$ cat config.mk
export PLATFORM = sky130hd
export DESIGN_NAME = mcg_top
export DESIGN_NICKNAME = d
export VERILOG_FILES = /design/src/mcg_pkg.sv /design/src/mcg_top.sv
export VERILOG_INCLUDE_DIRS = /design/src
export SDC_FILE = /design/constraint.sdc
export NUM_CORES = 1
export LEC_CHECK = 0
export BUFFER_PORTS_ARGS = -buffer_cell sky130_fd_sc_hd__buf_2
export CAP_MARGIN = 20
export CORE_MARGIN = 2
export CORE_UTILIZATION = 62
export DETAILED_ROUTE_END_ITERATION = 10
export PLACE_DENSITY = 0.81
export SLEW_MARGIN = 20
export SYNTH_ARGS = -nofsm -noshare
export SYNTH_HDL_FRONTEND = slang
export SYNTH_SLANG_ARGS = --single-unit
$ cat constraint.sdc
create_clock -name clk -period 6 [get_ports clk]
set_input_delay 0.6 -clock clk [delete_from_list [all_inputs] [get_ports clk]]
set_output_delay 0.6 -clock clk [all_outputs]
set_load 0.01 [all_outputs]
$ cat src/mcg_map.svh
// Constants of the master clock generation block.
// Assumes inclusion by the package and the top module only.
`ifndef MCG_MAP_SVH
`define MCG_MAP_SVH

`define MCG_CLK_PERIOD_NS 40
`define MCG_SRC_PLL 2'h3
`define MCG_IDIV_MAX 2'h3
`define MCG_ODIV_MAX 4'he
`define MCG_BAND_RSVD 2'h3
`define MCG_INC_BAND0 16'h0800
`define MCG_INC_BAND1 16'h0c00
`define MCG_INC_BAND2 16'h1000
`define MCG_INC_MAX 16'h7fff
`define MCG_INC_MIN 16'h0001

`endif

$ cat src/mcg_pkg.sv
// Types of the master clock generation block.
// Assumes mcg_map.svh is on the include path.
`default_nettype none

package mcg_pkg;
	`include "mcg_map.svh"

	typedef struct packed {
		logic [1:0] clock_source_select;
		logic [1:0] input_div_field;
		logic [3:0] output_div_field;
		logic [4:0] feedback_mul_field;
		logic [1:0] vco_band_select;
	} mcg_pll_cfg_t;

	typedef enum logic [1:0] {
		MCG_FL_IDLE = 2'h0,
		MCG_FL_WAIT = 2'h1
	} mcg_fl_state_t;
endpackage : mcg_pkg

`default_nettype wire

$ cat src/mcg_top.sv
// Master clock, CPU clock and flash wait control.
// Assumes the oscillator pin is sampled synchronously to clk; generated
// clocks are registered levels that change on clk edges.
// Contract
// master clock source follows PLL configuration
// CPU clock is master or master halved
// peripheral clock equals CPU clock
// bypass divides by input times output divider
// bypass with dividers zero tracks oscillator
// dividers limited to 3 and 14
// source 11 enables PLL with multiplier
// PLL frequency adjusts gradually, never jumps
// VCO divided by output divider plus one
// VCO band selects range, 11 reserved
// core and external bus use CPU clock
// flash access takes one plus wait cycles
// wait count delays only non-sequential accesses
// software sets wait count by CPU frequency
// software covers 50 ns flash access time
// source and halving switch without glitches
`timescale 1ns/10ps
`default_nettype none

module mcg_top
	import mcg_pkg::*;
#(
	parameter int INC_W = 16
)
(
	input wire logic clk,
	input wire logic srst,
	input wire logic osc_input_pin,
	input wire mcg_pll_cfg_t pll_config_reg,
	input wire logic cpu_clock_halve,
	input wire logic [1:0] flash_wait_count,
	input wire logic flash_req,
	input wire logic flash_seq,
	output logic master_clk,
	output logic cpu_clk,
	output logic sys_clk,
	output logic ebu_clk,
	output logic pll_enable,
	output logic pll_locked,
	output logic band_fault,
	output logic flash_busy,
	output logic flash_done
);
	`include "mcg_map.svh"

	logic osc_q;
	logic act_pll;
	logic act_halve;
	logic [3:0] odiv_eff;
	logic [7:0] nbyp;
	logic [7:0] byp_cnt;
	logic byp_edge;
	logic [1:0] ref_cnt;
	logic ref_tick;
	logic [INC_W-1:0] inc;
	logic [INC_W-1:0] acc;
	logic [INC_W:0] acc_sum;
	logic vco_edge;
	logic [6:0] vco_cnt;
	logic [6:0] vco_target;
	logic [3:0] pk_cnt;
	logic pll_edge;
	logic mc_edge;
	logic next_master;
	logic next_cpu;
	logic cpu_rise;
	mcg_fl_state_t fl_state;
	logic [1:0] fl_cnt;
	logic want_pll;

	assign want_pll = pll_config_reg.clock_source_select == `MCG_SRC_PLL;
	// Out-of-range output divider is held at its maximum
	assign odiv_eff = (pll_config_reg.output_div_field > `MCG_ODIV_MAX) ?
		`MCG_ODIV_MAX : pll_config_reg.output_div_field;
	assign nbyp = (8'(pll_config_reg.input_div_field) + 8'h01) *
		(8'(odiv_eff) + 8'h01);

	// Bypass: one master edge per nbyp oscillator edges
	assign byp_edge = (osc_q != osc_input_pin) &&
		(byp_cnt + 8'h01 >= nbyp);
	always_ff @(posedge clk)
	begin
		osc_q <= srst ? 1'b0 : osc_input_pin;
		if (srst || act_pll)
			byp_cnt <= 8'h00;
		else if (osc_q != osc_input_pin)
			byp_cnt <= byp_edge ? 8'h00 : byp_cnt + 8'h01;
	end

	// PLL reference: oscillator rising edges through the input divider
	assign ref_tick = osc_input_pin && !osc_q &&
		(ref_cnt == pll_config_reg.input_div_field);
	assign acc_sum = {1'b0, acc} + {1'b0, inc};
	assign vco_edge = acc_sum[INC_W];
	assign vco_target = {pll_config_reg.feedback_mul_field, 1'b0} +
		7'h02;
	always_ff @(posedge clk)
	begin
		if (srst || !act_pll)
		begin
			ref_cnt <= 2'h0;
			acc <= '0;
			vco_cnt <= 7'h00;
			pll_locked <= 1'b0;
			case (pll_config_reg.vco_band_select)
				2'h0: inc <= INC_W'(`MCG_INC_BAND0);
				2'h1: inc <= INC_W'(`MCG_INC_BAND1);
				default: inc <= INC_W'(`MCG_INC_BAND2);
			endcase
		end
		else
		begin
			acc <= acc_sum[INC_W-1:0];
			if (osc_input_pin && !osc_q)
				ref_cnt <= ref_tick ? 2'h0 : ref_cnt + 2'h1;
			if (ref_tick)
			begin
				vco_cnt <= {6'h00, vco_edge};
				pll_locked <= vco_cnt == vco_target;
				// One step per reference period keeps the frequency smooth
				if (vco_cnt < vco_target && inc < INC_W'(`MCG_INC_MAX))
					inc <= inc + INC_W'(1);
				else if (vco_cnt > vco_target && inc > INC_W'(`MCG_INC_MIN))
					inc <= inc - INC_W'(1);
			end
			else if (vco_edge && vco_cnt != 7'h7f)
				vco_cnt <= vco_cnt + 7'h01;
		end
	end

	// Output prescaler on VCO edges
	assign pll_edge = vco_edge && (pk_cnt == odiv_eff);
	always_ff @(posedge clk)
	begin
		if (srst || !act_pll)
			pk_cnt <= 4'h0;
		else if (vco_edge)
			pk_cnt <= pll_edge ? 4'h0 : pk_cnt + 4'h1;
	end

	assign mc_edge = act_pll ? pll_edge : byp_edge;
	assign next_master = master_clk ^ mc_edge;
	assign next_cpu = act_halve ? (cpu_clk ^ (mc_edge & ~master_clk)) :
		next_master;
	assign cpu_rise = next_cpu && !cpu_clk;

	// Source and halving take effect only while both clocks rest low
	always_ff @(posedge clk)
	begin
		if (srst)
		begin
			act_pll <= 1'b0;
			act_halve <= 1'b0;
		end
		else if (!master_clk && !cpu_clk && !mc_edge)
		begin
			act_pll <= want_pll;
			act_halve <= cpu_clock_halve;
		end
	end

	always_ff @(posedge clk)
	begin
		if (srst)
		begin
			master_clk <= 1'b0;
			cpu_clk <= 1'b0;
			sys_clk <= 1'b0;
			ebu_clk <= 1'b0;
			pll_enable <= 1'b0;
			band_fault <= 1'b0;
		end
		else
		begin
			master_clk <= next_master;
			cpu_clk <= next_cpu;
			sys_clk <= next_cpu;
			ebu_clk <= next_cpu;
			pll_enable <= act_pll;
			band_fault <= pll_config_reg.vco_band_select ==
				`MCG_BAND_RSVD;
		end
	end

	// Flash access timed in CPU clock rising edges
	always_ff @(posedge clk)
	begin
		if (srst)
		begin
			fl_state <= MCG_FL_IDLE;
			fl_cnt <= 2'h0;
			flash_done <= 1'b0;
			flash_busy <= 1'b0;
		end
		else
		begin
			flash_done <= 1'b0;
			case (fl_state)
				MCG_FL_IDLE:
					if (flash_req)
					begin
						fl_state <= MCG_FL_WAIT;
						flash_busy <= 1'b1;
						fl_cnt <= flash_seq ? 2'h0 : flash_wait_count;
					end
				MCG_FL_WAIT:
					if (cpu_rise)
					begin
						if (fl_cnt == 2'h0)
						begin
							fl_state <= MCG_FL_IDLE;
							flash_busy <= 1'b0;
							flash_done <= 1'b1;
						end
						else
							fl_cnt <= fl_cnt - 2'h1;
					end
				default:
					fl_state <= MCG_FL_IDLE;
			endcase
		end
	end

	// Checking helpers
	logic [2:0] rise_cnt;
	logic [2:0] exp_len;
	always_ff @(posedge clk)
	begin
		if (srst)
		begin
			rise_cnt <= 3'h0;
			exp_len <= 3'h1;
		end
		else if (fl_state == MCG_FL_IDLE && flash_req)
		begin
			rise_cnt <= 3'h0;
			exp_len <= flash_seq ? 3'h1 : {1'b0, flash_wait_count} + 3'h1;
		end
		else if (fl_state == MCG_FL_WAIT && cpu_rise)
			rise_cnt <= rise_cnt + 3'h1;
	end
endmodule : mcg_top

`default_nettype wire

# [Yosys cells after proc, flatten, opt, wreduce, memory -nomap -nowiden]
# Index checks and enable logic that the tools add are counted.
# W data, S select, Z words.
[totals] output_inout_bits=9 ram_bits=0 latchBits=0 memories=0 mem_bits_ro=0 in_bits=23 regBits=67
[op_classes] n_lt_le_gt_ge=6 n_addsub=11 n_div=0 shift=0 n_eq_ne=13 muxes=27 mul=1 n_reduce_logical=30 bitwise=6
[ops] cell="$mux W16" count=4
[ops] cell="$pmux W13 S2" count=1
[ops] cell="$add A16 B16 Y17" count=1
[ops] cell="$add A16 B1 Y16 const B" count=1
[ops] cell="$gt A16 B1 Y1 const B" count=1
[ops] cell="$lt A16 B15 Y1 const B" count=1
[ops] cell="$mux W2" count=8
[ops] cell="$sub A16 B1 Y16 const B" count=1
[ops] cell="$logic_and A1 B1 Y1" count=10
[ops] cell="$add A8 B1 Y8 const B" count=1
[ops] cell="$ge A8 B8 Y1" count=1
[ops] cell="$mul A3 B5 Y8" count=1
[ops] cell="$mux W1" count=8
[ops] cell="$mux W4" count=2
[ops] cell="$mux W8" count=1
[ops] cell="$ne A2 B2 Y1 const B" count=4
[ops] cell="$pmux W2 S2" count=2
[ops] cell="$reduce_and A4 Y1" count=2
[ops] cell="$add A6 B2 Y7 const B" count=1
[ops] cell="$add A7 B1 Y7 const B" count=1
[ops] cell="$eq A7 B7 Y1" count=1
[ops] cell="$gt A7 B7 Y1" count=1
[ops] cell="$lt A7 B7 Y1" count=1
[ops] cell="$ne A7 B7 Y1 const B" count=1
[ops] cell="24 further kinds" count=38

# [Longest topological paths before layout]
# Gate-level depths: netlist (run 1).
[logic_depth] depth_word=13 ltp_mapped=29

# [Worst setup path before layout (run 1)]
# OpenSTA, ideal clock, no wires.
[synth_timing] path_kind="input-to-reg" start="input pll_config_reg[9] (netlist bit)" end="register fl_cnt[0]" arrival_time_ns=5.188 path_slack_ns=0.722 setup_time_ns=0.091 stages=28 path_cell_list="clkbuf_1 nand3_1 nand2_1 inv_1 ha_1 xor2_1 nand2b_1 fa_1 inv_1 ha_1 inv_1 fa_1 inv_1 a21o_1 a21oi_1 xor2_1 ha_1 a21o_1 a21oi_1 nor3_1 a311o_1 o21bai_1 ha_1 nor2_1 a21oi_1 o21ai_0 a21oi_1 a311oi_1"
[synth_via] elab_chain_len=13 elab_cells_between_ends=16
[synth_lines] element="start: declaration" line="mcg_top.sv:33" text="input wire mcg_pll_cfg_t pll_config_reg,"
[synth_lines] element="$gt A4 B4 Y1 (no source line)"
[synth_lines] element="$mux W4 (*)" line="mcg_top.sv:77" text="assign odiv_eff = (pll_config_reg.output_div_field > `MCG_ODIV_MAX) ?"
[synth_lines] element="$add A4 B1 Y5" line="mcg_top.sv:80" text="(8'(odiv_eff) + 8'h01);"
[synth_lines] element="$mul A3 B5 Y8" line="mcg_top.sv:79" text="assign nbyp = (8'(pll_config_reg.input_div_field) + 8'h01) *"
[synth_lines] element="$ge A8 B8 Y1" line="mcg_top.sv:84" text="(byp_cnt + 8'h01 >= nbyp);"
[synth_lines] element="$logic_and A1 B1 Y1" line="mcg_top.sv:83" text="assign byp_edge = (osc_q != osc_input_pin) &&"
[synth_lines] element="$mux W1 (*)" line="mcg_top.sv:145" text="assign mc_edge = act_pll ? pll_edge : byp_edge;"
[synth_lines] element="$and A1 B1 Y1" line="mcg_top.sv:147" text="assign next_cpu = act_halve ? (cpu_clk ^ (mc_edge & ~master_clk)) :"
[synth_lines] element="$xor A1 B1 Y1" line="mcg_top.sv:147"
[synth_lines] element="$mux W1 (*)" line="mcg_top.sv:147"
[synth_lines] element="$logic_and A1 B1 Y1 (*)" line="mcg_top.sv:149" text="assign cpu_rise = next_cpu && !cpu_clk;"
[synth_lines] element="$ne A2 B2 Y1 (no source line) (*)"
[synth_lines] element="$reduce_and A4 Y1 (no source line) (*)"
[synth_lines] element="end signal: assignment" line="mcg_top.sv:208" text="fl_cnt <= flash_seq ? 2'h0 : flash_wait_count;"
[synth_lines] element="end signal: assignment" line="mcg_top.sv:220" text="fl_cnt <= fl_cnt - 2'h1;"
[synth_lines] element="end: declaration" line="mcg_top.sv:72" text="logic [1:0] fl_cnt;"
# Mark *: on every way between the ends. The rest lies on a longest branch, timed or not.
# A chain may end at the register's enable or synchronous reset.

# [Final worst setup path (run 1)]
# Ends and elaborated chain as after synthesis.

==> metrics list, run 1 <==
- Outcome: finished clean
- Via total after detailed routing: about 4.3k
- By area, the combinational part of the netlist is dominated by simple AND/OR/NAND/NOR gates.
- In the finished design, the share of the clock period the worst path needs comes to 0.9042.
- Post-Synthesis Mean Instance Area: 8.494 µm²
- Vias in the first global route: slightly above 4k
- Of the total power, combinational logic draws 0.230.
* Setup Fix Bufs, Post-CTS: 0
* Critical path fanouts, max: 7
- Min-Delay Path Class: flop to flop
- The biggest area contributor in the post-synthesis netlist is dfxtp_1.
* Final Core Density: 0.6860
* Mapped Area: 4935 µm²
- In the final design database the tool counted 680 nets.
- Summed over all failing endpoints, the final setup total negative slack is 0 ps.
* Share of synthesized cell area in and, or, nand and nor gates: 0.2520
* Total Wirelength: roughly 11000 µm
- For this design the static power due to leakage is 2.279 nW.
- # H-tree levels: 3
* Clock network fraction of total power: 0.328
* CP max stage cell: fa_1
* Clock root buffer master: clkbuf_8
- The worst pin sits at a relative slew slack of 0.4098.
- 32 I/O pins were placed.
- Number of sinks handled by clock tree synthesis: 65
- Switching part of the total: 0.3249
- Routed length per instance: approximately 15 µm
- The longest clock path from root to sink contains 2 buffers.
- Post-layout instance area: 5301 µm²
* Initial Util: 0.6386
- Setup violations remaining at the end of the flow were counted as 0.
- Total of hold buffers inserted after clock tree synthesis: 0
* Reg power frac: 0.442
* Min cycle time layout: 5425 ps
* Count of flip-flops with a built-in enable after synthesis: 16
- After synthesis the netlist holds a flip-flop and latch count of 65.
- The first global-routing pass estimated 18570 µm of wire.
- Cells after synthesis: between 500 and 600
- In this run the vertical extent of the chip is 93.22 µm.
* Top cell type's share of synthesized area: 0.1988
- Static timing analysis puts the maximum clock frequency at between 150 and 200 MHz.
- After synthesis, the netlist uses between 60 and 70 different library cells.
* Number of buffers created by CTS: 9
* Cells taking the most area after synthesis: dfxtp_1, ha_1, edfxtp_1
- Dominant synthesized flop cell: dfxtp_1
* Area growth from synthesis to layout: 7.429%
- Row generation in the floorplan step produced 32 rows.
- Across the routed clock network, the largest skew measured is 12.51 ps.
* Global route total overflow: 0
* Die outline area: about 8700 µm²
* Critical path required time: 6260 ps
- Via density: 6.113
- Crit Path Category: input port to flop
* Largest net degree at the start of global routing: 43
- In the routed design, unresolved DRC markers number 0.
- Of the total synthesized cell area, the portion taken by XOR and XNOR cells is 0.07277.
* Most used standard cell by instance count after synthesis: nor2_1
- Gates resized, CTS repair: 0
- Count of buffer and inverter cells on the critical path: 5
- Antenna violations before repair: 0
- Number of search-and-repair iterations in the first detailed-routing pass: 5
* Seq/Total Area, Yosys: 0.2961
* Nature of the critical path startpoint: input port
- Area of the core: 7727 µm²
- The number of max-slew violations in the final report is 0.
* Power per standard cell area: 214.9 nW/µm²
- When the netlist entered floorplanning its net count stood at roughly 660.
- Of the total synthesized cell area, the portion taken by full adders, half adders and majority gates is 0.1445.
- The first routing iteration left 337 violations.
- Antenna Nets Post-Route: 0
- Data arrival time of the worst path: 5690 ps
* Ys async rst share: 0
* Clock latency on the worst-skew pair: 350 ps
- Buffers added on ports: 31
* Number of hold violations in the final report: 0
* Transition time at the pin with the least slew margin: 879.9 ps
- The compound-cell area share of the yosys netlist is 0.1684.
- The completed layout was analyzed and its total power is 1.139 mW.
- Maximum resistive drop on vdd: 0.1354 mV
- Ranked by instance count, the synthesized netlist is headed by nor2_1, dfxtp_1, ha_1.
- Portion of netlist area occupied by mux cells: 0.01699
* Area after detailed placement: 5102 µm²
- In this design, the largest share of critical-path delay is due to compound AO/OA/AOI/OAI gates.
- The worst setup path is captured at a flop.
- In this run the horizontal extent of the chip is around 93 µm.
* Sw power: approximately 0.37 mW
* Post-DP HPWL: 7908 µm
* Fraction of final layout cells sized beyond drive strength 1: 0.1135
* Antenna cells: 0
- Synth Warn #: 0
- Clock transition at path regs: 80 ps
* Total internal power: 0.7690 mW
* Number of violations of the max-capacitance limit: 0
- At the end of routability-driven placement, the weighted congestion stood at 0.8895.
- CTS tree: yes
* Longest individual stage delay on the worst path: 490 ps
- Setup repair after global routing left no endpoint under its margin.
* Total global-route track usage: 0.2632
[flip-flops by register name, indices dropped and copies added, names as in the netlist]
signal,count
acc,16
inc,16
byp_cnt,8
vco_cnt,7
pk_cnt,4
fl_cnt,2
ref_cnt,2
act_halve,1
act_pll,1
band_fault,1
ebu_clk,1
flash_busy,1
flash_done,1
master_clk,1
osc_q,1
pll_enable,1
pll_locked,1
[metal layers]
layer	global-route usage	routed length, µm	vias to the layer above	share of wire
met5	0	0	-	0
met4	0.08824	173	0	0.016
met3	0.04432	482	17	0.045
met2	0.4348	5042	127	0.47
met1	0.3505	5028	2038	0.47
li1	-	-	2158	-
[tightest hold or removal path: cells and delay by family (launching register included)]
| kind | cells | cell delay, ps |
|---|---|---|
| buffers and inverters | 1 | 60 |
| flip-flops | 1 | 300 |
| AO/OA/AOI/OAI | 1 | 60 |
[cell usage in the layout (no fill, tap or decap), drive strengths merged, types with 13 or more instances in the layout]
cell type,n
ha,49
nor3,36
xor2,17
buf,33
inv,31
a21o,13
edfxtp,16
xnor2,24
nor2,51
nand3,30
nand2,43
dfxtp,49
o21ai,21
a21oi,31
[layout make-up]
class                   instances  area, µm²
inverters                      30      112.6
flip-flops and latches         65       1461
clock inverters                 5      36.28
fillers                       630       2426
clock buffers                  11      162.7
multi-input cells             464       3231
repair buffers                 33      170.2
well taps                     102      127.6
[stage by stage]
stage          hold slack, ps  setup WS, ps  cells
6_report                471.8         574.8    710
5_1_grt                 479.9         43.80    710
4_1_cts                 470.4         621.3    710
3_5_place_dp            454.7         236.7    694
3_3_place_gp            455.1         592.3    694
2_1_floorplan           440.2         721.5    581
[worst paths after layout]
path,slack (ps),startpoint,depth (start not counted),end
setup / recovery,570,pll_config_reg[9],28,fl_cnt[0]
hold / removal,470,fl_cnt[1],2,fl_cnt[1]
setup reg to reg,2020,inc[9],12,fl_cnt[0]
hold reg to reg,470,fl_cnt[1],2,fl_cnt[1]
[power by group through the flow]
| stage | sequential, mW | clock, mW | combinational (mW) |
|---|---|---|---|
| finish | 0.503 | 0.374 | 0.262 |
| floorplan | 0.505 | 0 | 0.203 |
| global placement | 0.512 | 0 | 0.247 |
| global route | 0.508 | 0.396 | 0.300 |
| CTS | 0.503 | 0.378 | 0.261 |
| detailed placement | 0.513 | 0 | 0.260 |
[kinds of logic after synthesis]
family          after synthesis
simple gates                240
compound gates              121
flops                        65
fa+ha+maj                    54
buf+inv                      52
xor+xnor                     41
mux                           8
Power figures use the tool's default switching activity.
==> inputs of run 2 (changes only) <==
--- a/config.mk
+++ b/config.mk
@@ -12,6 +12,7 @@
 export CORE_UTILIZATION = 62
 export DETAILED_ROUTE_END_ITERATION = 10
 export PLACE_DENSITY = 0.81
+export RECOVER_POWER = 100
 export SLEW_MARGIN = 20
 export SYNTH_ARGS = -nofsm -noshare
 export SYNTH_HDL_FRONTEND = slang
==> run 2 against run 1 <==
Against the previous run: the run now ends with capacitance limit, slew limit left; via count increased by 0.23%; maximum frequency hardly changed; count of clock-buffer cells in the layout unchanged; core utilization fell by 0.29 points; power fell by 0.15%; largest cell class unchanged.
==> metrics list, run 2 (synthesis gave the netlist of run 1 again) <==
- The run finished, with violations left.
- Failing checks: capacitance limit, slew limit
- Static timing analysis puts the maximum clock frequency at 184.3 MHz.
- Setup repair after global routing missed its margin: no
- CTS tree: yes
* Combined area of the multi-input logic cells: about 3200 µm²
- The worst setup path is captured at a flop.
* Total internal power: roughly 0.77 mW
- Area of the core: 7727 µm²
* Via total after detailed routing: 4350
* Via density: roughly 6
- Global route total overflow: 0
- At the end of routability-driven placement, the weighted congestion stood at 0.8895.
* Combined flip-flop and latch cell area: 1461 µm²
- Of the available clock period, the critical path in the final layout requires 0.9042.
- The first TritonRoute pass finished after 5 iterations.
* Routed length per instance: 15.13 µm
- The die is about 93 µm tall.
- Buffers added on ports: 31
* Area after detailed placement: 5102 µm²
- After floorplanning, the core was divided into 32 placement rows.
- Setup Fix Bufs, Post-CTS: 0
- For the pin with the worst max-slew slack, the measured transition is 2015 ps.
- Clock root buffer master: clkbuf_8
- Clock network fraction of total power: 0.329
- Min cycle time layout: about 5400 ps
- Of all nets on the critical path, the largest fanout is 7.
* Number of buffers created by CTS: 9
- Most used cells in the layout excluding fill and tap cells: nor2_1, ha_1, dfxtp_1, nand2_1, nor3_1
- 32 I/O pins were placed.
* Largest registers ranked by flip-flop count: acc (16), inc (16), byp_cnt (8)
- The die covers 8689 µm².
* Gates resized, CTS repair: 0
- Compared with the post-synthesis result, the final layout area differs by 6.973%.
* Crit Reg-Reg Startpoint: inc[0]
- Max-slew headroom at the worst pin: -0.3436
* Initial Util: 0.6386
* Critical path required time: roughly 6300 ps
- Count of nets after finishing: 680
- Total global-route track usage: 0.2632
- Maximum resistive drop on vdd: approximately 0.14 mV
- Post-layout instance area: 5279 µm²
- Clock transition at path regs: 80 ps
- Entering global routing, the biggest net connects 43 pins.
* Skew final: 14.39 ps
- Fillers: 639
- The analysis attributes to cell leakage a power of 2.229 nW.
- The repair_antennas step left the layout with diodes totalling 0.
- Antenna violations before repair: 0
- The library cell used most frequently in the layout, excluding fill and tap cells, is nor2_1.
- The worst setup path is launched from an input port.
* Vias in the first global route: 4155
* Min-Delay Path Class: flop to flop
* Total Wirelength: 10740 µm
* Width of the die: 93.22 µm
* Sw power: 0.3709 mW
- By startpoint and endpoint, the worst setup path is classified as input port to flop.
- The setup check on the worst reg-to-reg path leaves a slack of roughly 1800 ps.
- Once detailed placement completed, the half-perimeter wirelength came to 7908 µm.
- Fraction of final layout cells sized beyond drive strength 1: 0.09046
- Reg2reg end: fl_cnt[0]
* Number of violations of the max-capacitance limit: 1
- Total of hold buffers inserted after clock tree synthesis: 0
* Hold slack: 472.0 ps
- DRC viols: 0
* Drt first-iter violations: roughly 320
- The longest clock path from root to sink contains 2 buffers.
- The first global-routing pass estimated between 15000 and 20000 µm of wire.
- Power per standard cell area: 215.5 nW/µm²
- Endpoint, Worst Hold: fl_cnt[1]
- Summed negative setup slack over all endpoints: 0 ps
* # H-tree levels: 3
* Number of hold violations in the final report: 0
* Switching part of the total: 0.3260
- Count of cells along the worst hold path: 2
- Launch instance of the worst min-delay path: fl_cnt[1]
- Antenna Nets Post-Route: 0
- Power comes to 1.137 mW.
* Relative contribution of combinational cells to total power: 0.228
- Final Core Density: 0.6831
* Number of sinks handled by clock tree synthesis: 65
- Setup violations remaining at the end of the flow were counted as 0.
- Max Slew Vio Count: 43
- Reg power frac: 0.443
- Data on the critical path arrives at its endpoint at 5690 ps.
- Count of cells along the worst register-to-register path: 14
- Clock latency on the worst-skew pair, taken at its later pin, is between 300 and 400 ps.
[run 2: cell types whose count changed in the layout (fill, tap and decap cells not counted), moves of 2 or more]
cell	delta
clkbuf_1	+13
buf_2	-11
o21ai_0	+4
o21ai_1	-4
buf_4	-2
[run 2: worst max-delay path by stage]
stage	slack, ps	end	startpoint
after floorplan	720	fl_cnt[0]	pll_config_reg[9]
after global placement	590	fl_cnt[1]	pll_config_reg[9]
after detailed placement	240	fl_cnt[0]	pll_config_reg[9]
after CTS	620	fl_cnt[0]	pll_config_reg[9]
after global routing	40	fl_cnt[1]	pll_config_reg[9]
final	570	fl_cnt[0]	pll_config_reg[9]
[run 2: area by class of cell]
cell class	instances	area share
Inverter	30	0.02133
Clock inverter	5	0.006874
Clock buffer	11	0.03081
Multi-Input combinational cell	464	0.6118
Timing Repair Buffer	33	0.02821
Sequential cell	65	0.2768
Tap cell	102	0.02418
[run 2: metrics by stage]
step                      worst slack (ps)  cells
after floorplan                      721.5    581
after global placement               592.3    694
after detailed placement             236.7    694
after CTS                            621.3    710
after global routing                 43.45    710
final                                574.5    710
[run 2: routing by layer]
metal / routed length (µm) / vias to the layer above / global-route usage
met5: 0 / - / 0
met3: 535 / 17 / 0.04432
li1: - / 2160 / -
met1: 5013 / 2045 / 0.3505
met4: 175 / 0 / 0.08824
met2: 5016 / 128 / 0.4348
[run 2: worst max-delay path: stages]
cell and delay (ps):
buf_2 150, nand3_1 130, nand2_1 130, inv_1 70, ha_1 240, xor2_1 240
nand2b_1 120, fa_1 490, inv_1 40, ha_1 200, inv_1 70, fa_1 200
inv_1 50, a21o_1 170, a21oi_1 180, xor2_1 200, ha_1 280, a21o_1 180
a21oi_1 190, nor3_1 70, a311o_1 340, o21bai_1 190, ha_1 310, nor2_1 120
a21oi_1 50, o21ai_0 330, a21oi_1 120, a311oi_1 250
[run 2: power by group through the flow]
stage                     clock network [mW]  registers (mW)  logic, mW
after detailed placement                   0           0.513      0.260
after global placement                     0           0.512      0.247
after CTS                              0.378           0.503      0.261
after floorplan                            0           0.505      0.203
final                                  0.375           0.503      0.259
after global routing                   0.396           0.508      0.297
==> inputs of run 3 (changes only) <==
--- a/config.mk
+++ b/config.mk
@@ -9,10 +9,10 @@
 export BUFFER_PORTS_ARGS = -buffer_cell sky130_fd_sc_hd__buf_2
 export CAP_MARGIN = 20
 export CORE_MARGIN = 2
-export CORE_UTILIZATION = 62
+export CORE_UTILIZATION = 40
 export DETAILED_ROUTE_END_ITERATION = 10
-export PLACE_DENSITY = 0.81
 export RECOVER_POWER = 100
+export REMOVE_ABC_BUFFERS = 1
 export SLEW_MARGIN = 20
 export SYNTH_ARGS = -nofsm -noshare
 export SYNTH_HDL_FRONTEND = slang
==> run 3 against run 2 <==
Against the previous run: the flow still finishes with violations (capacitance limit, slew limit); worst hold slack better by 24 ps; first-iteration DRC count is 1.6% lower; sequential power hardly changed; worst setup slack better by 150 ps; global-route usage is 8.2 points lower; largest power group is now the clock network; power is 15% higher; critical path depth stayed put.
==> metrics list, run 3 (synthesis gave the netlist of run 1 again) <==
- The flow ran to the end, but the final reports show violations.
- Failing checks: capacitance limit, slew limit
- Max clock buf depth: 2
- The die is approximately 120 µm wide.
* Hold slack: 496.4 ps
* Count of cells along the worst register-to-register path: 7
- Site row count: 40
* Data arrival time of the worst path: 5520 ps
* Worst path top cell family by delay: compound AO/OA/AOI/OAI gates
* Area growth from synthesis to layout: 10.17%
* Power per standard cell area: 240.5 nW/µm²
- Largest registers ranked by flip-flop count: acc (16), inc (16), byp_cnt (8)
- Number of hold violations in the final report: 0
- Summed negative setup slack over all endpoints: 0 ps
- Setup repair after global routing left no endpoint under its margin.
- Together, buffers and inverters on the worst path number 5.
- Across the run, the number of max-cap violations was 2.
* Min cycle time layout: 5278 ps
- On the worst path, the slowest cell contributes a delay of 480 ps.
- Endpoint kind of the worst setup timing path: flop
* Total global-route track usage: 0.1810
* Gates resized, CTS repair: 0
- Most common cell after layout, fill and taps aside: nor2_1
- The first global-routing pass estimated around 19000 µm of wire.
* Buffers added on ports: 31
* Part of the cycle the worst path needs: 0.8797
- Antenna violations before repair: 0
- Summed over all nets, the half-perimeter wirelength after detailed placement is ~8100 µm.
- Crit Path Category: input port to flop
- Count of cells along the worst hold path: 3
* Clock transition at path regs: 50 ps
- Once detail routing completed, the nets flagged for antenna violations numbered 0.
- Fraction of final layout cells sized beyond drive strength 1: 0.08237
- For the worst setup path, the data required time is 6240 ps.
* Global route total overflow: 0
* Max-slew headroom at the worst pin: -0.5718
* Upper clock frequency limit: 189.5 MHz
- CTS placed an instance of clkbuf_16 at the clock tree root.
- Buffers inserted during clock tree synthesis total 9.
* Nature of the critical path startpoint: input port
- Setup Fix Bufs, Post-CTS: 0
- Setup-failing EPs final: 0
- The floorplan step defined a die boundary enclosing 13240 µm².
- For this configuration, the core starts out at a cell density of 0.4108.
- For the pin with the worst max-slew slack, the measured transition is about 2300 ps.
* Static leakage power: 2.277 nW
- CP max stage cell: fa_1
- Number of stages on the worst setup path: 28
- Via total after detailed routing: 4230
- The core region is 12010 µm².
- Counting every sink on the clock net gives between 60 and 70.
- DIE HEIGHT: 115.1 µm
- DRC viols: 0
* Min-Delay Path Class: input port to flop
- Via density: 5.610
* # H-tree levels: 3
* Antenna cells: 0
* Count of nets after finishing: ~680
- Most used cells in the layout excluding fill and tap cells: nor2_1, ha_1, dfxtp_1, nand2_1, nor3_1
* Clock latency on the worst-skew pair: about 340 ps
- Maximum resistive drop on vdd: 0.1570 mV
* Final RePlAce weighted congestion: between 0.8 and 0.9
* Skew final: 10.57 ps
- Number of search-and-repair iterations in the first detailed-routing pass: 5
- Routed length per instance: 14.68 µm
* Largest net degree at the start of global routing: 43
- Top-level I/O count: 32
- TritonCTS built the clock tree.
* Vias in the first global route: 4178
* Drt first-iter violations: 310
* Total Wirelength: 11070 µm
* Critical path fanouts, max: 7
- Total of hold buffers inserted after clock tree synthesis: 0
- The number of max-slew violations in the final report is 60.
-- run 3: layer usage --
metal / GRT usage / wire, µm / part of all wire / up-vias
li1: - / - / - / 2159
met1: 0.2232 / 5105 / 0.46 / 2005
met2: 0.3027 / 5414 / 0.49 / 52
met3: 0.04164 / 349 / 0.032 / 14
met4: 0.07952 / 196 / 0.018 / 0
met5: 0 / 0 / 0 / -
-- run 3: tightest hold or removal path, delay by kind of cell --
kind          cells  cell delay (ps)
buf+inv           1              110
simple gates      2               80
-- run 3: cell type report --
class                   count  area [µm²]
repair buffers             32       145.1
clock inverters             3       37.54
clock buffers              13       271.5
well taps                 147       183.9
fillers                  1179        6575
flip-flops and latches     65        1461
inverters                  30       112.6
multi-input cells         464        3224
-- run 3: path summary, 6_finish.rpt --
kind / from / endpoint / slack [ps]
setup / recovery: pll_config_reg[9] / fl_cnt[1] / 720
hold / removal: pll_config_reg[0] / band_fault / 500
setup reg to reg: vco_cnt[5] / inc[0] / 1520
hold reg to reg: pll_locked / pll_locked / 500
-- run 3: metrics by stage --
stage / worst slack (ps) / instances / utilization / power, mW / cell area (µm²)
after floorplan: 985.5 / 559 / - / 0.6971 / 4805
after global placement: 578.0 / 738 / 0.4292 / 0.7631 / 5155
after detailed placement: 298.5 / 738 / 0.4292 / 0.7724 / 5155
after CTS: 600.5 / 754 / 0.4549 / 1.323 / 5464
after global routing: 130.4 / 754 / 0.4526 / 1.381 / 5436
final: 721.8 / 754 / 0.4526 / 1.307 / 5436
-- run 3: where the power goes --
part           internal, mW  total (mW)  switching [mW]  leakage, nW
combinational         0.106       0.256           0.150         1.54
sequential            0.474       0.506          0.0321        0.586
clock                 0.355       0.546           0.190        0.150
